[src/shared/wrc_pkg.sv]
// Package for the watchdog, periodic interrupt and clock monitor block.
// Assumes a 32-bit AXI4-Lite register bus and a 10 MHz aclk.
package wrc_pkg;
	// Register indices; the byte address is four times the index
	localparam logic [5:0] IDX_RTI_CONTROL = 6'h14;
	localparam logic [5:0] IDX_RTI_FLAG = 6'h15;
	localparam logic [5:0] IDX_WATCHDOG_CONTROL = 6'h16;
	localparam logic [5:0] IDX_WATCHDOG_SERVICE = 6'h17;
	localparam logic [5:0] IDX_MONITOR_LIMIT = 6'h18;
	localparam logic [5:0] IDX_STATUS = 6'h19;
	// Service key values
	localparam logic [7:0] KEY_ARM = 8'h55;
	localparam logic [7:0] KEY_RESTART = 8'haa;
	// Flag register bit
	localparam int FLAG_BIT = 7;
	// Prescaler: normal divide 2^13, bypassed divide 4
	localparam int PRE_W = 13;
	localparam logic [PRE_W-1:0] PRE_LAST = 13'h1fff;
	localparam logic [1:0] PRE_BYP_LAST = 2'h3;
	// Lowest watchdog exponent above the prescaler
	localparam int WD_EXP_BASE = 13;
	localparam int WD_CNT_W = 11;
	localparam int RTI_CNT_W = 7;
	// Reset values
	localparam logic [2:0] WD_RATE_RST = 3'h7;
	localparam logic [2:0] RATE_OFF = 3'h0;
	// Monitor time-out range in ns, clock period in ns
	localparam int CLK_PERIOD_NS = 100;
	localparam int MON_MIN_NS = 2000;
	localparam int MON_MAX_NS = 20000;
	localparam int MON_MIN_CYC = (MON_MIN_NS + CLK_PERIOD_NS - 1) / CLK_PERIOD_NS;
	localparam int MON_MAX_CYC = MON_MAX_NS / CLK_PERIOD_NS;
	localparam int MON_W = 8;
	localparam logic [MON_W-1:0] MON_LIMIT_RST = MON_W'(MON_MAX_CYC);
	// AXI responses
	localparam logic [1:0] RESP_OKAY = 2'h0;
	localparam logic [1:0] RESP_SLVERR = 2'h2;

	// Periodic interrupt control layout, bit 7 down to bit 0
	typedef struct packed {
		logic periodic_irq_enable;
		logic wait_stop_bit;
		logic debug_stop_bit;
		logic reserved;
		logic prescaler_bypass;
		logic [2:0] rate;
	} wrc_rti_control_t;

	// Watchdog control layout, bit 7 down to bit 0
	typedef struct packed {
		logic monitor_enable;
		logic force_monitor;
		logic force_failure_reset;
		logic windowed_watchdog;
		logic reset_disable;
		logic [2:0] rate;
	} wrc_wdctl_t;
endpackage

[src/wrc_clock_monitor.sv]
// Clock monitor: a delay counter on aclk reloaded by reference edges.
// Assumes the reference level is already synchronous to aclk.
`timescale 1ns/100ps
module wrc_clock_monitor #(
	parameter int LIMIT_W = 8
) (
	// Clock and reset
	input wire logic aclk,
	input wire logic aresetn,
	// Control
	input wire logic active,
	input wire logic [LIMIT_W-1:0] limit,
	// Reference level
	input wire logic reference_oscillator_clock,
	// Time-out pulse
	output logic fail_q
);
	logic ref_q; // Previous reference level
	logic [LIMIT_W-1:0] cnt_q; // Cycles since last edge
	logic [LIMIT_W-1:0] cnt_d;
	logic fail_d;
	wire edge_seen = ref_q ^ reference_oscillator_clock;
	wire expired = (cnt_q >= limit);

	// Reload on every edge, restart after a failure so it repeats
	assign cnt_d = (!active || edge_seen || expired) ? '0 : cnt_q + 1'b1;
	assign fail_d = active && !edge_seen && expired;

	// Counter and edge history
	always_ff @(posedge aclk) begin
		if (!aresetn) begin
			ref_q <= 1'b0;
			cnt_q <= '0;
			fail_q <= 1'b0;
		end else begin
			ref_q <= reference_oscillator_clock;
			cnt_q <= cnt_d;
			fail_q <= fail_d;
		end
	end
endmodule

[src/wrc_top.sv]
// Watchdog, periodic interrupt and clock monitor with an AXI4-Lite slave.
// Assumes timer_clock is a one-cycle tick synchronous to aclk.
//
// Notes on behaviour
// - Any other service value resets at once while the watchdog rate is non-zero
// - Three-bit rate, seven periods, zero is off
// - Windowed mode: service only in last quarter
// - Periodic flag at seven rates, own enable
// - Monitor resets when reference stops 2-20us
// - Request asserted while flag and enable set
// - Wait-stop halts counters in wait mode
// - Debug-stop halts counters in debug mode
// - Special-mode bypass divides timer clock by four
// - Periodic divisors 2^13 to 2^19
// - Flag set on period, write-one clears
// - Monitor enable allows reset or limp-home
// - Force bit overrides monitor enable
// - Monitor enable resets per loop supply; with EARLY_SILICON set it resets to 0
// - Force bit write-once in normal modes, writable any time in special
// - Watchdog divisors 2^13..2^23, zero disables
// - Reset-disable blocks both resets, special only
// - Restart key after the arm key restarts; service reads zero
//
// The AXI4-Lite slave port was chosen for this implementation.
`timescale 1ns/100ps
module wrc_top #(
	parameter int ADDR_W = 8,
	parameter bit EARLY_SILICON = 1'b0,
	parameter int MON_LIMIT_W = wrc_pkg::MON_W
) (
	// Clock and reset
	input wire logic aclk,
	input wire logic aresetn,
	// AXI4-Lite write address
	input wire logic [ADDR_W-1:0] s_axi_awaddr,
	input wire logic s_axi_awvalid,
	output logic s_axi_awready,
	// AXI4-Lite write data
	input wire logic [31:0] s_axi_wdata,
	input wire logic [3:0] s_axi_wstrb,
	input wire logic s_axi_wvalid,
	output logic s_axi_wready,
	// AXI4-Lite write response
	output logic [1:0] s_axi_bresp,
	output logic s_axi_bvalid,
	input wire logic s_axi_bready,
	// AXI4-Lite read address
	input wire logic [ADDR_W-1:0] s_axi_araddr,
	input wire logic s_axi_arvalid,
	output logic s_axi_arready,
	// AXI4-Lite read data
	output logic [31:0] s_axi_rdata,
	output logic [1:0] s_axi_rresp,
	output logic s_axi_rvalid,
	input wire logic s_axi_rready,
	// Chip mode and clock inputs
	input wire logic special_mode,
	input wire logic wait_mode,
	input wire logic debug_mode,
	input wire logic loop_supply,
	input wire logic limp_home_allowed,
	input wire logic timer_clock,
	input wire logic reference_oscillator_clock,
	// Requests to the system
	output logic periodic_irq,
	output logic watchdog_reset_q,
	output logic monitor_reset_q,
	output logic limp_home_req_q
);
	// Parameter sanity
	if (ADDR_W < 8) begin : g_chk_addr
		$error("ADDR_W must reach the register indices");
	end
	if (MON_LIMIT_W < 8) begin : g_chk_mon
		$error("MON_LIMIT_W too narrow for the monitor range");
	end

	// Watchdog divide exponent above the prescaler, as a period in ticks
	function automatic logic [wrc_pkg::WD_CNT_W-1:0] wd_len(input logic [2:0] rate);
		logic [wrc_pkg::WD_CNT_W-1:0] one;
		one = wrc_pkg::WD_CNT_W'(1);
		unique case (rate)
			3'h1: wd_len = one << 0;
			3'h2: wd_len = one << 2;
			3'h3: wd_len = one << 4;
			3'h4: wd_len = one << 6;
			3'h5: wd_len = one << 8;
			3'h6: wd_len = one << 9;
			3'h7: wd_len = one << 10;
			3'h0: wd_len = '0;
		endcase
	endfunction

	// Periodic period in prescaler ticks: 2^(rate-1)
	function automatic logic [wrc_pkg::RTI_CNT_W-1:0] rti_len(input logic [2:0] rate);
		rti_len = (rate == wrc_pkg::RATE_OFF) ? '0 : wrc_pkg::RTI_CNT_W'(1) << (rate - 3'h1);
	endfunction

	// Register index of a byte address
	function automatic logic [5:0] reg_idx(input logic [ADDR_W-1:0] a);
		reg_idx = a[7:2];
	endfunction

	// Control registers
	wrc_pkg::wrc_rti_control_t rti_control_q;
	wrc_pkg::wrc_wdctl_t wdctl_q;
	logic flag_q; // Periodic flag
	logic [MON_LIMIT_W-1:0] mon_limit_q; // Monitor terminal count
	// Write-once tracking for normal modes
	logic once_wait_q;
	logic once_debug_q;
	logic once_force_q;
	logic once_window_q;
	logic once_rate_q;
	logic init_q; // Reset values caught after release
	// Timing chain
	logic [wrc_pkg::PRE_W-1:0] pre_q;
	logic [wrc_pkg::RTI_CNT_W-1:0] rti_cnt_q;
	logic [wrc_pkg::WD_CNT_W-1:0] wd_cnt_q;
	logic armed_q; // Arm key seen
	// Bus state
	logic aw_held_q;
	logic w_held_q;
	logic [ADDR_W-1:0] awaddr_q;
	logic [31:0] wdata_q;
	logic [3:0] wstrb_q;

	// Counting halts in wait or debug when asked
	wire halted = (wait_mode && rti_control_q.wait_stop_bit)
		|| (debug_mode && rti_control_q.debug_stop_bit);
	wire run = timer_clock && !halted;
	// Prescaler end, bypass shortens it to four
	wire pre_end = rti_control_q.prescaler_bypass ? (pre_q[1:0] == wrc_pkg::PRE_BYP_LAST)
		: (pre_q == wrc_pkg::PRE_LAST);
	wire pre_tick = run && pre_end;

	// Periodic interrupt
	wire [wrc_pkg::RTI_CNT_W-1:0] rti_period = rti_len(rti_control_q.rate);
	wire rti_on = (rti_control_q.rate != wrc_pkg::RATE_OFF);
	wire rti_end = rti_on && pre_tick && (rti_cnt_q == rti_period - 1'b1);
	assign periodic_irq = flag_q && rti_control_q.periodic_irq_enable;

	// Watchdog period and window
	wire [wrc_pkg::WD_CNT_W-1:0] wd_period = wd_len(wdctl_q.rate);
	wire wd_on = (wdctl_q.rate != wrc_pkg::RATE_OFF);
	wire wd_expire = wd_on && pre_tick && (wd_cnt_q == wd_period - 1'b1);
	// Last quarter; too short periods never open
	wire window_open = (wd_period[wrc_pkg::WD_CNT_W-1:2] != '0)
		&& (wd_cnt_q >= wd_period - (wd_period >> 2));

	// Bus decode
	wire do_write = aw_held_q && w_held_q && !s_axi_bvalid;
	wire [5:0] w_idx = reg_idx(awaddr_q);
	wire w_lane = wstrb_q[0];
	wire [7:0] w_byte = wdata_q[7:0];
	wire w_mapped = (w_idx >= wrc_pkg::IDX_RTI_CONTROL) && (w_idx <= wrc_pkg::IDX_STATUS);
	wire wr_rti_control = do_write && w_lane && (w_idx == wrc_pkg::IDX_RTI_CONTROL);
	wire wr_flag = do_write && w_lane && (w_idx == wrc_pkg::IDX_RTI_FLAG);
	wire wr_wdctl = do_write && w_lane && (w_idx == wrc_pkg::IDX_WATCHDOG_CONTROL);
	wire wr_service = do_write && w_lane && (w_idx == wrc_pkg::IDX_WATCHDOG_SERVICE);
	wire wr_limit = do_write && w_lane && (w_idx == wrc_pkg::IDX_MONITOR_LIMIT);

	// Service write outcomes
	wire svc_arm = wr_service && (w_byte == wrc_pkg::KEY_ARM);
	wire svc_restart = wr_service && (w_byte == wrc_pkg::KEY_RESTART);
	wire svc_bad = wr_service && !svc_arm && !svc_restart;
	wire svc_early = (svc_arm || svc_restart) && wdctl_q.windowed_watchdog && !window_open;
	wire svc_ok_restart = svc_restart && armed_q && !svc_early;
	wire svc_ok_arm = svc_arm && !svc_early;

	// Clock monitor, force bit overrides enable
	wire mon_active = wdctl_q.force_monitor || wdctl_q.monitor_enable;
	wire mon_fail;
	wrc_clock_monitor #(
		.LIMIT_W(MON_LIMIT_W)
	) u_monitor (
		.aclk(aclk),
		.aresetn(aresetn),
		.active(mon_active),
		.limit(mon_limit_q),
		.reference_oscillator_clock(reference_oscillator_clock),
		.fail_q(mon_fail)
	);

	// Forced failures in special modes
	wire force_wd = wdctl_q.force_failure_reset && wd_on;
	wire force_mon = wdctl_q.force_failure_reset && mon_active;
	// Failure causes, before reset-disable
	wire wd_fail = wd_on && (wd_expire || svc_bad || svc_early) || force_wd;
	wire mon_event = mon_fail || force_mon;
	wire limp = mon_fail && limp_home_allowed;
	wire resets_ok = !wdctl_q.reset_disable;

	// Monitor limit clamped into the legal range
	wire [MON_LIMIT_W-1:0] lim_min = MON_LIMIT_W'(wrc_pkg::MON_MIN_CYC);
	wire [MON_LIMIT_W-1:0] lim_max = MON_LIMIT_W'(wrc_pkg::MON_MAX_CYC);
	wire [MON_LIMIT_W-1:0] lim_in = MON_LIMIT_W'(w_byte);
	wire [MON_LIMIT_W-1:0] lim_clamped = (lim_in < lim_min) ? lim_min
		: (lim_in > lim_max) ? lim_max : lim_in;

	// Write permission: once in normal modes, any time in special
	wire ok_wait = special_mode || !once_wait_q;
	wire ok_debug = special_mode || !once_debug_q;
	wire ok_force = special_mode || !once_force_q;
	wire ok_window = special_mode || !once_window_q;
	wire ok_rate = special_mode || !once_rate_q;

	// Reset values of the watchdog control, strapped from mode and supply
	wire mon_rst = loop_supply && !EARLY_SILICON;

	// Status view
	wire [7:0] status = {4'h0, halted, mon_active, window_open, armed_q};

	// Read data mux
	wire [5:0] r_idx = reg_idx(s_axi_araddr);
	wire r_mapped = (r_idx >= wrc_pkg::IDX_RTI_CONTROL) && (r_idx <= wrc_pkg::IDX_STATUS);
	logic [7:0] r_byte;
	always_comb begin
		r_byte = 8'h00;
		unique case (r_idx)
			wrc_pkg::IDX_RTI_CONTROL: r_byte = rti_control_q;
			wrc_pkg::IDX_RTI_FLAG: r_byte = {flag_q, 7'h00};
			wrc_pkg::IDX_WATCHDOG_CONTROL: r_byte = wdctl_q;
			wrc_pkg::IDX_MONITOR_LIMIT: r_byte = mon_limit_q[7:0];
			wrc_pkg::IDX_STATUS: r_byte = status;
			default: r_byte = 8'h00; // Service register reads zero too
		endcase
	end

	// Handshake outputs
	assign s_axi_awready = !aw_held_q;
	assign s_axi_wready = !w_held_q;
	assign s_axi_arready = !s_axi_rvalid;

	// Write channel holding
	always_ff @(posedge aclk) begin
		if (!aresetn) begin
			aw_held_q <= 1'b0;
			w_held_q <= 1'b0;
			awaddr_q <= '0;
			wdata_q <= '0;
			wstrb_q <= '0;
		end else begin
			if (s_axi_awvalid && s_axi_awready) begin
				aw_held_q <= 1'b1;
				awaddr_q <= s_axi_awaddr;
			end else if (do_write) begin
				aw_held_q <= 1'b0;
			end
			if (s_axi_wvalid && s_axi_wready) begin
				w_held_q <= 1'b1;
				wdata_q <= s_axi_wdata;
				wstrb_q <= s_axi_wstrb;
			end else if (do_write) begin
				w_held_q <= 1'b0;
			end
		end
	end

	// Write response
	always_ff @(posedge aclk) begin
		if (!aresetn) begin
			s_axi_bvalid <= 1'b0;
			s_axi_bresp <= wrc_pkg::RESP_OKAY;
		end else if (do_write) begin
			s_axi_bvalid <= 1'b1;
			s_axi_bresp <= w_mapped ? wrc_pkg::RESP_OKAY : wrc_pkg::RESP_SLVERR;
		end else if (s_axi_bready) begin
			s_axi_bvalid <= 1'b0;
		end
	end

	// Read response, one cycle after the address
	always_ff @(posedge aclk) begin
		if (!aresetn) begin
			s_axi_rvalid <= 1'b0;
			s_axi_rdata <= '0;
			s_axi_rresp <= wrc_pkg::RESP_OKAY;
		end else if (s_axi_arvalid && s_axi_arready) begin
			s_axi_rvalid <= 1'b1;
			s_axi_rdata <= {24'h000000, r_byte};
			s_axi_rresp <= r_mapped ? wrc_pkg::RESP_OKAY : wrc_pkg::RESP_SLVERR;
		end else if (s_axi_rready) begin
			s_axi_rvalid <= 1'b0;
		end
	end

	// Periodic control; first cycle after reset is quiet
	always_ff @(posedge aclk) begin
		if (!aresetn) begin
			rti_control_q <= '0;
			once_wait_q <= 1'b0;
			once_debug_q <= 1'b0;
		end else if (wr_rti_control) begin
			rti_control_q.periodic_irq_enable <= w_byte[7];
			rti_control_q.rate <= w_byte[2:0];
			if (ok_wait) begin
				rti_control_q.wait_stop_bit <= w_byte[6];
				once_wait_q <= 1'b1;
			end
			if (ok_debug) begin
				rti_control_q.debug_stop_bit <= w_byte[5];
				once_debug_q <= 1'b1;
			end
			if (special_mode) begin
				rti_control_q.prescaler_bypass <= w_byte[3];
			end
		end
	end

	// Periodic flag: a new period beats a clear in the same cycle
	always_ff @(posedge aclk) begin
		if (!aresetn) begin
			flag_q <= 1'b0;
		end else if (rti_end) begin
			flag_q <= 1'b1;
		end else if (wr_flag && w_byte[wrc_pkg::FLAG_BIT]) begin
			flag_q <= 1'b0;
		end
	end

	// Watchdog control; mode and supply straps caught one cycle after release
	always_ff @(posedge aclk) begin
		if (!aresetn) begin
			wdctl_q <= '0;
			init_q <= 1'b1;
			once_force_q <= 1'b0;
			once_window_q <= 1'b0;
			once_rate_q <= 1'b0;
		end else if (init_q) begin
			init_q <= 1'b0;
			wdctl_q.monitor_enable <= mon_rst;
			wdctl_q.reset_disable <= special_mode;
			wdctl_q.rate <= wrc_pkg::WD_RATE_RST;
		end else if (wr_wdctl) begin
			wdctl_q.monitor_enable <= w_byte[7];
			if (ok_force) begin
				wdctl_q.force_monitor <= w_byte[6];
				once_force_q <= 1'b1;
			end
			if (ok_window) begin
				wdctl_q.windowed_watchdog <= w_byte[4];
				once_window_q <= 1'b1;
			end
			if (ok_rate) begin
				wdctl_q.rate <= w_byte[2:0];
				once_rate_q <= 1'b1;
			end
			if (special_mode) begin
				wdctl_q.force_failure_reset <= w_byte[5];
				wdctl_q.reset_disable <= w_byte[3];
			end
		end
	end

	// Monitor terminal count
	always_ff @(posedge aclk) begin
		if (!aresetn) begin
			mon_limit_q <= MON_LIMIT_W'(wrc_pkg::MON_LIMIT_RST);
		end else if (wr_limit) begin
			mon_limit_q <= lim_clamped;
		end
	end

	// Prescaler; never cleared by a watchdog restart
	always_ff @(posedge aclk) begin
		if (!aresetn) begin
			pre_q <= '0;
		end else if (run) begin
			pre_q <= pre_end ? '0 : pre_q + 1'b1;
		end
	end

	// Periodic counter
	always_ff @(posedge aclk) begin
		if (!aresetn || !rti_on) begin
			rti_cnt_q <= '0;
		end else if (pre_tick) begin
			rti_cnt_q <= rti_end ? '0 : rti_cnt_q + 1'b1;
		end
	end

	// Watchdog counter and key sequence
	always_ff @(posedge aclk) begin
		if (!aresetn || !wd_on) begin
			wd_cnt_q <= '0;
			armed_q <= 1'b0;
		end else if (svc_ok_restart || wd_expire) begin
			wd_cnt_q <= '0;
			armed_q <= 1'b0;
		end else begin
			if (pre_tick) begin
				wd_cnt_q <= wd_cnt_q + 1'b1;
			end
			if (svc_ok_arm) begin
				armed_q <= 1'b1;
			end
		end
	end

	// Reset and limp-home requests, one-cycle pulses unless a failure is forced
	always_ff @(posedge aclk) begin
		if (!aresetn) begin
			watchdog_reset_q <= 1'b0;
			monitor_reset_q <= 1'b0;
			limp_home_req_q <= 1'b0;
		end else begin
			watchdog_reset_q <= wd_fail && resets_ok;
			monitor_reset_q <= mon_event && !limp && resets_ok;
			limp_home_req_q <= limp;
		end
	end
endmodule

[config.mk]
export PLATFORM = sky130hd
export DESIGN_NAME = wrc_top
export DESIGN_NICKNAME = d
export VERILOG_FILES = /design/src/shared/wrc_pkg.sv /design/src/wrc_clock_monitor.sv /design/src/wrc_top.sv
export SDC_FILE = /design/constraint.sdc
export NUM_CORES = 1
export LEC_CHECK = 0
export BUFFER_PORTS_ARGS = -buffer_cell sky130_fd_sc_hd__clkbuf_2
export CAP_MARGIN = 40
export CORE_ASPECT_RATIO = 1.75
export CORE_MARGIN = 4
export CORE_UTILIZATION = 51
export CTS_CLUSTER_SIZE = 25
export DETAILED_ROUTE_END_ITERATION = 7
export PLACE_DENSITY = 0.77
export SLEW_MARGIN = 20
export SYNTH_ARGS = -nofsm -noshare
export SYNTH_HDL_FRONTEND = slang
export SYNTH_HIERARCHICAL = 1
export SYNTH_SLANG_ARGS = --single-unit
[constraint.sdc]
create_clock -name aclk -period 3.05 [get_ports aclk]
set_input_delay 0.305 -clock aclk [delete_from_list [all_inputs] [get_ports aclk]]
set_output_delay 0.305 -clock aclk [all_outputs]
set_load 0.02 [all_outputs]
# ---- Word-level counts from Yosys, hierarchy flattened
# Memories as Yosys holds them, arrays and structs flattened. A register that Yosys moved wholly into a read port is not among the register bits.
# Cells that the tools add are included.
dict set report word_totals {
  mem_bits_ro 56
  mem_count 1
  word_cells 208
  ff_bits 108
  out_inout_bits 45
}
dict set report classes {
  n_eq_ne 16
  n_addsub 8
  shifts 1
  magnitude_cmp 8
  mux 29
  n_bitwise 3
  n_reduce_logical 103
}
# name words width read_ports rd_ports_with_merged_regs wr line
set memory_table {}
lappend memory_table {{(no name shown)} 8 7 1 1 0 wrc_top.sv:82} ;# unique case (rate)
# operator n
set ops {}
lappend ops {{== test 6 x 5 -> 1 bit (second input constant)} 10}
lappend ops {{logical AND 1 bit} 42}
lappend ops {{case mux 8 bit (5 select lines)} 1}
lappend ops {{two-way mux 8 bit} 3}
lappend ops {{logical NOT 1 bit} 21}
lappend ops {{logical OR 1 bit} 17}
lappend ops {{two-way mux 1 bit} 16}
lappend ops {{nonzero test 2 bit} 8}
lappend ops {{two-way mux 7 bit} 2}
lappend ops {{adder 13 x 1 -> 13 bit (second input constant)} 1}
lappend ops {{== test 13 bit (second input constant)} 1}
lappend ops {{two-way mux 13 bit} 1}
lappend ops {{greater-or-equal comparator 6 x 5 -> 1 bit (second input constant)} 2}
lappend ops {{<= comparator 6 x 5 -> 1 bit (second input constant)} 2}
lappend ops {{AND reduction 3 bit} 4}
lappend ops {{adder 11 x 1 -> 11 bit (second input constant)} 1}
lappend ops {{== test 11 bit} 1}
lappend ops {{greater-or-equal comparator 11 bit} 1}
lappend ops {{subtractor 11 x 1 -> 11 bit (second input constant)} 1}
lappend ops {{subtractor 11 x 9 -> 11 bit} 1}
lappend ops {{AND reduction 2 bit} 5}
lappend ops {{two-way mux 3 bit} 3}
lappend ops {{nonzero test 9 bit} 1}
lappend ops {{adder 8 x 1 -> 8 bit (second input constant)} 1}
lappend ops {{18 further kinds} 22}

# ---- Logic depth before layout (Yosys ltp)
# Gate-level depths: netlist of the first run.
dict set report logic_depth {
  depth_word 13
  depth_mapped 17
}

# ---- Modules after synthesis
# The synthesis of the first run kept the hierarchy.
# module cells_per_inst n_inst seq_area_each_um2 area_per_inst_um2
set by_module_without_submodules {}
lappend by_module_without_submodules {wrc_top 656 1 2021.9 5630.4}
lappend by_module_without_submodules {wrc_clock_monitor 63 1 200.2 610.6}

# ---- Worst setup path after synthesis of the first run
# OpenSTA, ideal clock, no wires.
dict set report synth_path {
  path_kind {reg-to-reg}
  from {register, netlist name wd_period[2]}
  to {register wd_cnt_q[10] in the netlist's numbering}
  setup_slack_ns 0.075
  required_ns 2.931
  arrival_time_ns 2.857
  stages_incl_launch_ff 16
  n_path_buf 1
  synth_period_minus_slack_ns 2.975
  path_cell_list {dfxtp_1 > inv_1 > ha_1 > o21bai_1 > a21oi_1 > o21bai_1 > a211oi_1 > xnor2_1 > ha_1 > nand3_1 > nor3b_1 > o2bb2ai_1 > a211oi_1 > nor3_1 > buf_2 > nor3_1}
}
dict set report synth_between {
  elab_chain_cells 9
}
# item line
set synth_lines {}
lappend synth_lines {{subtractor 11 x 9 -> 11 bit} wrc_top.sv:149} ;# && (wd_cnt_q >= wd_period - (wd_period >> 2));
lappend synth_lines {{greater-or-equal comparator 11 bit} wrc_top.sv:149}
lappend synth_lines {{logical AND 1 bit} wrc_top.sv:149}
lappend synth_lines {{logical NOT 1 bit} wrc_top.sv:167} ;# wire svc_early = (svc_arm || svc_restart) && wdctl_q.windowed_watchdog && !window_open;
lappend synth_lines {{logical AND 1 bit} wrc_top.sv:167}
lappend synth_lines {{logical NOT 1 bit} wrc_top.sv:168} ;# wire svc_ok_restart = svc_restart && armed_q && !svc_early;
lappend synth_lines {{logical AND 1 bit} wrc_top.sv:168}
lappend synth_lines {{logical OR 1 bit *} wrc_top.sv:388} ;# end else if (svc_ok_restart || wd_expire) begin
lappend synth_lines {{OR reduction 2 bit (no line) *} n/a}
lappend synth_lines {{end signal: assignment} wrc_top.sv:393} ;# wd_cnt_q <= wd_cnt_q + 1'b1;
lappend synth_lines {{end: declaration} wrc_top.sv:119} ;# logic [wrc_pkg::WD_CNT_W-1:0] wd_cnt_q;
# Mark *: on every way between the ends. The rest lies on a longest branch, timed or not.
# A chain may end at the register's enable or synchronous reset.

# ---- Worst setup path in the final report of the first run
dict set report layout_path {
  from {register, netlist name wd_period[0]}
  to {register armed_q}
}
dict set report layout_between {
  elab_chain_cells 9
}
# item line
set layout_lines {}
lappend layout_lines {{subtractor 11 x 9 -> 11 bit} wrc_top.sv:149}
lappend layout_lines {{greater-or-equal comparator 11 bit} wrc_top.sv:149}
lappend layout_lines {{logical AND 1 bit} wrc_top.sv:149}
lappend layout_lines {{logical NOT 1 bit} wrc_top.sv:167}
lappend layout_lines {{logical AND 1 bit} wrc_top.sv:167}
lappend layout_lines {{logical NOT 1 bit} {wrc_top.sv:168, wrc_top.sv:169}}
lappend layout_lines {{logical AND 1 bit} wrc_top.sv:168}
lappend layout_lines {{logical OR 1 bit} wrc_top.sv:388}
lappend layout_lines {{OR reduction 2 bit (no line)} n/a}
lappend layout_lines {{end signal: assignment} wrc_top.sv:387} ;# armed_q <= 1'b0;
lappend layout_lines {{end signal: assignment} wrc_top.sv:390} ;# armed_q <= 1'b0;
lappend layout_lines {{end signal: assignment} wrc_top.sv:396} ;# armed_q <= 1'b1;
lappend layout_lines {{end: declaration} wrc_top.sv:120} ;# logic armed_q;
# Several ways; a longest one is shown, not always the timed one.

==> impl_metrics.env, run 1 <==
export IMPL_arrival_ps=3320
export IMPL_rr_endpoint="armed_q$_SDFFE_PP0P_"
export IMPL_violations="negative setup slack"
export IMPL_outcome="complete, but fails checks"
export IMPL_ys_top_cells_by_area="dfxtp_1 36%, ha_1 7.0%, xor2_1 4.8%, nor2_1 4.1%, nand2_1 3.6%"
export IMPL_grt_pass1_vias=5342
export IMPL_synth_async_reset_ratio_pct=0
export IMPL_hold_class="input pin to register"
export IMPL_crit_path_top_delay_cell="or3_4"
export IMPL_cts_tree="yes"
export IMPL_hp_start="s_axi_rready"
export IMPL_diodes=0
export IMPL_ctsHoldBuffers=0
export IMPL_num_nets_final=888
export IMPL_antenna_found_initial=0
export IMPL_vias=5301
export IMPL_synth_ff_type="dfxtp_1"
export IMPL_worst_pin_slew_ps=745.4
export IMPL_power_leakage_uw=0.002895
export IMPL_cts_sinks=111
export IMPL_synth_top_cell_by_area="dfxtp_1"
export IMPL_rsz0062_at_grt="yes"
export IMPL_yosys_warnings=6
export IMPL_yosys_area_share_adder_pct=7.498
export IMPL_min_path_cells=2
export IMPL_slew_headroom_pct=49.92
export IMPL_drive_gt1_share_pct=20.61
export IMPL_synth_cell_types=77
export IMPL_grt_overflow_total=0
export IMPL_final_cell_mix="108 x dfxtp_1, 67 x nor2_1, 60 x nand2_1"
export IMPL_cpMostUsedCell="nor2_1"
export IMPL_worstReg2RegStart="wd_period[0]$_SDFF_PP0_"
export IMPL_start_util_pct=52.00
export IMPL_clockBufferDepth=2
export IMPL_grt_pass1_wl_um=24470
export IMPL_cp_cell_sequence="inv_2 -> ha_4 -> inv_2 -> fa_2 -> a21oi_2 -> nor2_1 -> nor2_1 -> nor2_1 -> xnor2_1 -> ha_1 -> nand3_2 -> nor3b_2 -> o2bb2ai_2 -> a211oi_2 -> or3_4 -> a211oi_2"
export IMPL_gr_usage_met3_pct=3.017
export IMPL_cts_buffers_inserted=9
export IMPL_grt_use_total_pct=21.27
export IMPL_yosys_area_share_xor_xnor_pct=8.280
export IMPL_clock_root_buffer="clkbuf_16"
export IMPL_ioPinCount=111
export IMPL_preCtsSetupSlack_ps=-234.1
export IMPL_reg2regPathDepth=16
export IMPL_drtPass1Iterations=5
export IMPL_synth_edf_count=0
export IMPL_syn_area_per_cell_um2=8.680
export IMPL_top_usage_layer="met2"
export IMPL_tns_ps=-6.283
export IMPL_min_period_ps=3056
export IMPL_cts_clk_slew_worst_paths_ps=70
export IMPL_die_y_um=154.3
export IMPL_hold_viol=0
export IMPL_synth_top_family_by_area="simple AND/OR/NAND/NOR gates"
export IMPL_drc=0
export IMPL_ir_worst_vdd_mv=0.3048
export IMPL_core_mm2=0.01200
export IMPL_drtIter0Drc=240
export IMPL_setup_viol=1
export IMPL_numPortBuffers=53
export IMPL_worstSetupPathType="register to register"
export IMPL_via_per_inst=5.545
export IMPL_globalplace_congestion=0.8824
export IMPL_htreeDepth=3
export IMPL_fin_worst_skew_ps=7.300
export IMPL_synth_area_mm2=0.006241
export IMPL_synth_compound_area_share_pct=13.41
export IMPL_syn_inst=719
export IMPL_muxShareOfSynthArea_pct=4.651
export IMPL_syn2layout_area_growth_pct=14.51
export IMPL_drtAntennaViolNets=0
export IMPL_required_ps=3310
export IMPL_hold_path_end="s_axi_rvalid$_SDFFE_PN0P_"
export IMPL_ys_ff_latch=111
export IMPL_power_density_mw_per_mm2=426.2
export IMPL_die_w_um=91.62
export IMPL_met2_usage_pct=41.65
export IMPL_max_stage_delay_ps=400
export IMPL_cp_max_fo=3
export IMPL_use_met1_pct=20.78
export IMPL_rows=53
export IMPL_min_period_over_period_pct=100.2
export IMPL_clkLatencyLatePin_ps=350
export IMPL_maxSlewViolCount=0
export IMPL_grt_max_degree=28
export IMPL_end_kind="register"
export IMPL_synth_top_cell_area_share_pct=35.61
export IMPL_cap_viol_max_count=0
export IMPL_rrSetupSlack_ps=-6
export IMPL_dieArea_mm2=0.01414
export IMPL_synth_simple_area_share_pct=22.81
export IMPL_fin_ws_ps=-6.283
export IMPL_layout_commonest_cell="dfxtp_1"
export IMPL_ys_seq_area_share_pct=35.61
export IMPL_worst_setup_path_start_kind="register"
export IMPL_wire_per_inst_um=16.03
export IMPL_routed_wl_um=15330
export IMPL_hpwl_um=11540
export IMPL_fmax_mhz=327.2
registers in the layout, summed over array words and instances (netlist names), 6 cells and up:
signal / count
mon_limit_q: 8
s_axi_rdata: 8
pre_q: 13
u_monitor/cnt_q: 8
wd_period: 7
wdctl_q: 8
awaddr_q: 6
rti_control_q: 7
wdata_q: 8
wd_cnt_q: 11
rti_cnt_q: 7
worst max path at each step:
stage                                  startpoint                   endpoint  slack (ps)
after floorplan           wd_period[2]$_SDFF_PP0_  wd_cnt_q[10]$_SDFFE_PP0P_          70
after global placement    wd_period[2]$_SDFF_PP0_   wd_cnt_q[3]$_SDFFE_PP0P_         -30
after detailed placement  wd_period[2]$_SDFF_PP0_   wd_cnt_q[1]$_SDFFE_PP0P_        -230
after CTS                 wd_period[2]$_SDFF_PP0_       armed_q$_SDFFE_PP0P_           4
after global routing      wd_period[4]$_SDFF_PP0_       armed_q$_SDFFE_PP0P_        -190
final                     wd_period[0]$_SDFF_PP0_       armed_q$_SDFFE_PP0P_          -6
cell usage after synthesis (2+ instances only):
library cell and number:
buf_6 2, nand3b_1 3, ha_1 35, xor2_1 34, buf_2 6, a32oi_1 3, a21oi_4 2, o22ai_1 7
a21oi_1 34, or3_1 6, and4_1 2, dfxtp_1 111, o211ai_1 2, nand4_1 11, a211oi_1 11, and2_1 10
mux2i_1 20, a21boi_0 4, a21o_1 5, and3_1 9, and2b_2 2, nor4bb_1 2, or4_4 2, nor2b_1 7
nand2_1 60, nor4_1 3, nor2_1 68, o21ai_0 18, a31o_2 3, a31oi_1 4, o21bai_1 3, nor3_2 2
mux2_2 8, nor3b_1 4, buf_4 26, nor3_1 36, nand3_1 26, o2bb2ai_1 2, nand2b_1 9, a22oi_1 6
inv_1 36, clkbuf_1 16, xnor2_1 25
cell type report:
type	instances	area, µm²
clock buffers	12	246.5
clock inverters	4	52.55
fillers	1033	4856
inverters	36	140.1
multi-input cells	545	3779
flip-flops and latches	111	2228
well taps	165	206.4
repair buffers	83	494.2
cells by family (layout without fill, tap and decap cells):
logic type               after synthesis  after routing
AND/OR/NAND/NOR                      276            276
AO/OA/AOI/OAI                        119            119
flip-flops                           111            111
buffers and inverters                 88            135
XOR/XNOR                              59             59
adder cells (fa/ha/maj)               37             37
multiplexers                          28             28
other                                  1             26
power by group:
part	leakage [µW]	switching (µW)	total [µW]	internal, µW
Sequential	0.000902	39.3	1520	1480
Clock	0.000148	536	1200	666
Combinational	0.00185	197	327	131
metrics by stage:
step           total power, µW  hold WS, ps  area (µm²)  cells  util, %
2_1_floorplan             1782        405.1        6335    744        -
3_3_place_gp              1837        449.6        6665    937    55.53
3_5_place_dp              1849        455.2        6665    937    55.53
4_1_cts                   3038        134.2        7037    953    58.63
5_1_grt                   3151        150.5        7147    956    59.54
6_report                  3046        138.6        7147    956    59.54
routing by layer:
layer  vias to the layer above  wire (µm)
met1                      2537       5571
met5                         -          0
li1                       2584          -
met4                         0        598
met3                        47        518
met2                       133       8636
critical path: cells and delay by family (launching register included):
family / cells / cell delay (ps)
flops: 1 / 330
xor+xnor: 1 / 140
fa+ha+maj: 3 / 820
simple gates: 6 / 970
compound gates: 4 / 610
buf+inv: 2 / 110
what timing repair did:
item,4_1_cts,5_1_grt
pin swaps,12,20
endpoints found under the setup margin,13,22
resized for setup,19,20
gates cloned,0,1
setup buffers,0,2
No activity file was read; power rests on OpenSTA's default activity.
==> inputs of run 2 (changes only) <==
HOLD_SLACK_MARGIN = 0.02   (was unset)
SKIP_CTS_REPAIR_TIMING = 1   (was unset)
==> impl_metrics.env, run 2 (same netlist as run 1, synthesis figures left out) <==
export IMPL_outcome="complete, but fails checks"
export IMPL_violations="negative setup slack"
export IMPL_cts_buffers_inserted=9
export IMPL_layout_area_seq_mm2=0.002227
export IMPL_multiInputGateArea_mm2=0.003731
export IMPL_worst_setup_path_start_kind="register"
export IMPL_drtPass1Iterations=4
export IMPL_min_path_cells=2
export IMPL_dp_cells=937
export IMPL_vias=5329
export IMPL_fin_hold_ws_ps=136.7
export IMPL_cts_tree="yes"
export IMPL_globalplace_congestion=0.8824
export IMPL_clkLatencyLatePin_ps=350
export IMPL_cts_sinks=111
export IMPL_worstReg2RegStart="wd_period[0]$_SDFF_PP0_"
export IMPL_arrival_ps=3340
export IMPL_wire_per_inst_um=15.88
export IMPL_grt_use_total_pct=21.02
export IMPL_dieArea_mm2=0.01414
export IMPL_hold_viol=0
export IMPL_hpwl_um=11540
export IMPL_rows=53
export IMPL_drtAntennaViolNets=0
export IMPL_htreeDepth=3
export IMPL_die_w_um=91.62
export IMPL_required_ps=3320
export IMPL_worst_pin_slew_ps=729.2
export IMPL_rrSetupSlack_ps=-20
export IMPL_worstSetupPathType="register to register"
export IMPL_largestRegisters="pre_q: 13 flops, wd_cnt_q: 11 flops"
export IMPL_clock_root_buffer="clkbuf_16"
export IMPL_ioPinCount=111
export IMPL_setup_viol=1
export IMPL_antenna_found_initial=0
export IMPL_drc=0
export IMPL_reg2regPathDepth=16
export IMPL_rr_endpoint="armed_q$_SDFFE_PP0P_"
export IMPL_fill_cells=1043
export IMPL_grt_overflow_total=0
export IMPL_fin_ws_ps=-22.91
export IMPL_via_per_inst=5.574
export IMPL_top_register="pre_q"
export IMPL_crit_start="wd_period[0]$_SDFF_PP0_"
export IMPL_numPortBuffers=53
export IMPL_slew_headroom_pct=51.01
export IMPL_clockBufferDepth=2
export IMPL_start_util_pct=52.00
export IMPL_end_kind="register"
export IMPL_cp_max_fo=3
export IMPL_power_leakage_uw=0.002886
export IMPL_layout_commonest_cell="dfxtp_1"
export IMPL_hold_class="input pin to register"
export IMPL_grt_pass1_vias=5293
export IMPL_hp_start="s_axi_rready"
export IMPL_final_cell_count_no_fill=956
export IMPL_routed_wl_um=15180
export IMPL_diodes=0
export IMPL_hold_path_end="s_axi_rvalid$_SDFFE_PN0P_"
export IMPL_syn2layout_area_growth_pct=13.65
export IMPL_core_mm2=0.01200
export IMPL_fin_worst_skew_ps=6.693
export IMPL_cts_clk_slew_worst_paths_ps=70
export IMPL_rsz0062_at_grt="yes"
export IMPL_die_y_um=154.3
export IMPL_fmax_mhz=325.4
export IMPL_cap_viol_max_count=0
export IMPL_num_nets_final=888
export IMPL_final_cell_mix="109 x dfxtp_1, 67 x nor2_1, 60 x nand2_1"
export IMPL_power_density_mw_per_mm2=428.2
export IMPL_drive_gt1_share_pct=19.34
export IMPL_grt_max_degree=28
export IMPL_grt_pass1_wl_um=24220
export IMPL_maxSlewViolCount=0
export IMPL_final_util_pct=59.10
export IMPL_preCtsSetupSlack_ps=-234.1
export IMPL_min_period_over_period_pct=100.8
export IMPL_ir_worst_vdd_mv=0.3047
export IMPL_min_period_ps=3073
export IMPL_largest_register_ffs=13
export IMPL_drtIter0Drc=258
run 2: cell counts in the layout (fill, tap and decap cells not counted):
No cell type changed its count.
run 2: through the flow:
stage / cell area (µm²) / setup TNS, ps / total power (µW)
6_report: 7093 / -22.91 / 3037
5_1_grt: 7093 / -643.3 / 3144
4_1_cts: 6964 / -3284 / 3028
3_5_place_dp: 6665 / -2362 / 1849
3_3_place_gp: 6665 / -353.8 / 1837
2_1_floorplan: 6335 / 0 / 1782
run 2: layer usage:
| layer | global-route usage, % | vias to the layer above | share of wire [%] |
|---|---|---|---|
| met1 | 20.84 | 2553 | 36 |
| met5 | 0 | - | 0 |
| met2 | 41.09 | 144 | 57 |
| met3 | 2.968 | 44 | 3.6 |
| met4 | 10.94 | 0 | 3.6 |
| li1 | - | 2588 | - |
run 2: worst max path at each step:
stage / cells past startpoint / to
2_1_floorplan: 15 / wd_cnt_q[10]$_SDFFE_PP0P_
3_3_place_gp: 14 / wd_cnt_q[3]$_SDFFE_PP0P_
3_5_place_dp: 16 / wd_cnt_q[1]$_SDFFE_PP0P_
4_1_cts: 16 / wd_cnt_q[1]$_SDFFE_PP0P_
5_1_grt: 15 / armed_q$_SDFFE_PP0P_
6_report: 16 / armed_q$_SDFFE_PP0P_
run 2: area by class of cell:
| cell class | count | area share [%] |
|---|---|---|
| sequential | 111 | 31.40 |
| inverter | 36 | 1.905 |
| tap | 165 | 2.911 |
| clock buffer | 12 | 3.475 |
| clock inverter | 4 | 0.7409 |
| timing repair buffer | 83 | 6.968 |
| multi-input combinational | 545 | 52.60 |
run 2: worst max-delay path, stage by stage (launching register included):
cell       delay, ps
dfxtp_2          330
inv_2             70
ha_4             130
inv_2             40
fa_2             400
a21oi_2          130
nor2_1            50
nor2_1           170
nor2_1            90
xnor2_1          150
ha_1             300
nand3_2          100
nor3b_2          210
o2bb2ai_2        150
a211oi_2          80
or3_1            390
a211oi_2         210
run 2: power breakdown:
part	switching, µW	total [µW]	internal [µW]
combinational	193	319	126
sequential	39.5	1520	1480
clock	535	1200	666
total	768	3040	2270
==> inputs of run 3 (changes only) <==
CAP_MARGIN = unset   (was 40)
REMOVE_ABC_BUFFERS = 1   (was unset)
==> impl_metrics.env, run 3 (same netlist as run 1, synthesis figures left out) <==
export IMPL_syn2layout_area_growth_pct=13.45
export IMPL_ir_worst_vdd_mv=0.3828
export IMPL_cap_viol_max_count=0
export IMPL_hp_start="s_axi_rready"
export IMPL_dpl_cell_area_mm2=0.006635
export IMPL_cts_clk_slew_worst_paths_ps=70
export IMPL_final_cell_mix="108 x dfxtp_1, 67 x nor2_1, 60 x nand2_1"
export IMPL_setup_viol=0
export IMPL_preCtsSetupSlack_ps=-181.8
export IMPL_min_path_cells=2
export IMPL_arrival_ps=3300
export IMPL_rsz0062_at_grt="yes"
export IMPL_vias=5216
export IMPL_drive_gt1_share_pct=20.20
export IMPL_largest_register_ffs=13
export IMPL_cts_tree="yes"
export IMPL_worstSetupPathType="register to register"
export IMPL_numPortBuffers=53
export IMPL_die_y_um=154.3
export IMPL_antenna_found_initial=0
export IMPL_end_kind="register"
export IMPL_power_density_mw_per_mm2=419.0
export IMPL_worstReg2RegStart="wd_period[4]$_SDFF_PP0_"
export IMPL_rows=53
export IMPL_routed_wl_um=14880
export IMPL_min_period_ps=3038
export IMPL_clock_root_buffer="clkbuf_16"
export IMPL_num_nets_final=884
export IMPL_crit_path_top_delay_cell="dfxtp_1"
export IMPL_fin_worst_skew_ps=6.809
export IMPL_hold_path_end="s_axi_rvalid$_SDFFE_PN0P_"
export IMPL_layout_commonest_cell="dfxtp_1"
export IMPL_cp_cell_sequence="inv_1 -> ha_1 -> inv_1 -> a21oi_2 -> o21bai_1 -> a211oi_2 -> a21oi_1 -> ha_1 -> a21o_1 -> a21oi_1 -> o2bb2ai_2 -> a211oi_2 -> buf_4 -> o21bai_1 -> a31oi_1"
export IMPL_via_per_inst=5.479
export IMPL_reg2regPathDepth=15
export IMPL_drtAntennaViolNets=0
export IMPL_multiInputGateArea_mm2=0.003761
export IMPL_final_cell_count_no_fill=952
export IMPL_dp_cells=933
export IMPL_min_period_over_period_pct=99.61
export IMPL_htreeDepth=3
export IMPL_diodes=0
export IMPL_hpwl_um=11440
export IMPL_grt_max_degree=50
export IMPL_hold_class="input pin to register"
export IMPL_fin_ws_ps=11.75
export IMPL_drtIter0Drc=249
export IMPL_die_w_um=91.62
export IMPL_drc=0
export IMPL_cts_buffers_inserted=9
export IMPL_clkLatencyLatePin_ps=350
export IMPL_slew_headroom_pct=51.13
export IMPL_dieArea_mm2=0.01414
export IMPL_grt_pass1_vias=5236
export IMPL_clockBufferDepth=2
export IMPL_maxSlewViolCount=0
export IMPL_rrSetupSlack_ps=10
export IMPL_drtPass1Iterations=4
export IMPL_fill_cells=1048
export IMPL_max_stage_delay_ps=330
export IMPL_layout_area_seq_mm2=0.002228
export IMPL_grt_overflow_total=0
export IMPL_grt_pass1_wl_um=24310
export IMPL_worst_pin_slew_ps=727.5
export IMPL_final_util_pct=58.99
export IMPL_globalplace_congestion=0.8986
export IMPL_wire_per_inst_um=15.63
export IMPL_grt_use_total_pct=21.11
export IMPL_rr_endpoint="watchdog_reset_q$_SDFF_PN0_"
export IMPL_fmax_mhz=329.1
export IMPL_top_register="pre_q"
export IMPL_fin_area_mm2=0.007081
export IMPL_outcome="completed"
export IMPL_cts_sinks=111
export IMPL_worst_setup_path_start_kind="register"
export IMPL_largestRegisters="pre_q: 13 flops, wd_cnt_q: 11 flops"
export IMPL_cp_max_fo=4
export IMPL_core_mm2=0.01200
export IMPL_ioPinCount=111
export IMPL_hold_viol=0
export IMPL_required_ps=3320
export IMPL_power_leakage_uw=0.002848
export IMPL_start_util_pct=52.00
run 3: cell types whose count changed in the layout (fill, tap and decap cells not counted), moves of 2 or more:
cell and delta:
inv_1 +2, nor3_1 -7, clkinvlp_4 +2, ha_4 -2, nor3_2 +8, buf_4 -4
inv_2 -3
run 3: layout make-up:
| cell class | count | area share, % |
|---|---|---|
| inverter | 36 | 1.944 |
| sequential | 111 | 31.47 |
| clock buffer | 11 | 3.428 |
| multi-input combinational | 545 | 53.12 |
| tap | 165 | 2.916 |
| timing repair buffer | 79 | 6.556 |
| clock inverter | 5 | 0.5655 |
run 3: worst max path at each step:
stage / end / start / cells after the start / slack (ps)
CTS: wd_cnt_q[4]$_SDFFE_PP0P_ / wd_period[2]$_SDFF_PP0_ / 14 / -210
finish: watchdog_reset_q$_SDFF_PN0_ / wd_period[4]$_SDFF_PP0_ / 15 / 10
global placement: wd_cnt_q[3]$_SDFFE_PP0P_ / wd_period[2]$_SDFF_PP0_ / 15 / -60
detailed placement: wd_cnt_q[4]$_SDFFE_PP0P_ / wd_period[2]$_SDFF_PP0_ / 14 / -180
global route: watchdog_reset_q$_SDFF_PN0_ / wd_period[2]$_SDFF_PP0_ / 14 / -170
floorplan: armed_q$_SDFFE_PP0P_ / wd_period[2]$_SDFF_PP0_ / 14 / -230
run 3: critical path, delay by kind of cell, from the launching register on:
family                     cells  cell delay (ps)
buffers and inverters          3              330
DFF                            1              330
adders and majority gates      2              640
AOI/OAI and AO/OA             10             1650
run 3: metal layers:
layer  global-route usage [%]  part of all wire, %
met1                    20.67                   36
met2                    40.11                   56
met3                    2.871                  3.4
met4                    14.10                  5.4
met5                        0                    0
run 3: through the flow:
stage	setup TNS, ps	power (µW)	hold slack [ps]
5_1_grt	-1438	3088	133.2
2_1_floorplan	-2702	1736	376.8
3_5_place_dp	-1859	1850	457.5
3_3_place_gp	-574.8	1837	447.2
6_report	0	2967	134.8
4_1_cts	-2258	2960	129.1
run 3: where the power goes:
part	internal, µW	switching (µW)	total [µW]
Sequential	1480	39.8	1520
Clock	584	540	1120
Combinational	130	195	325
Total	2190	775	2970
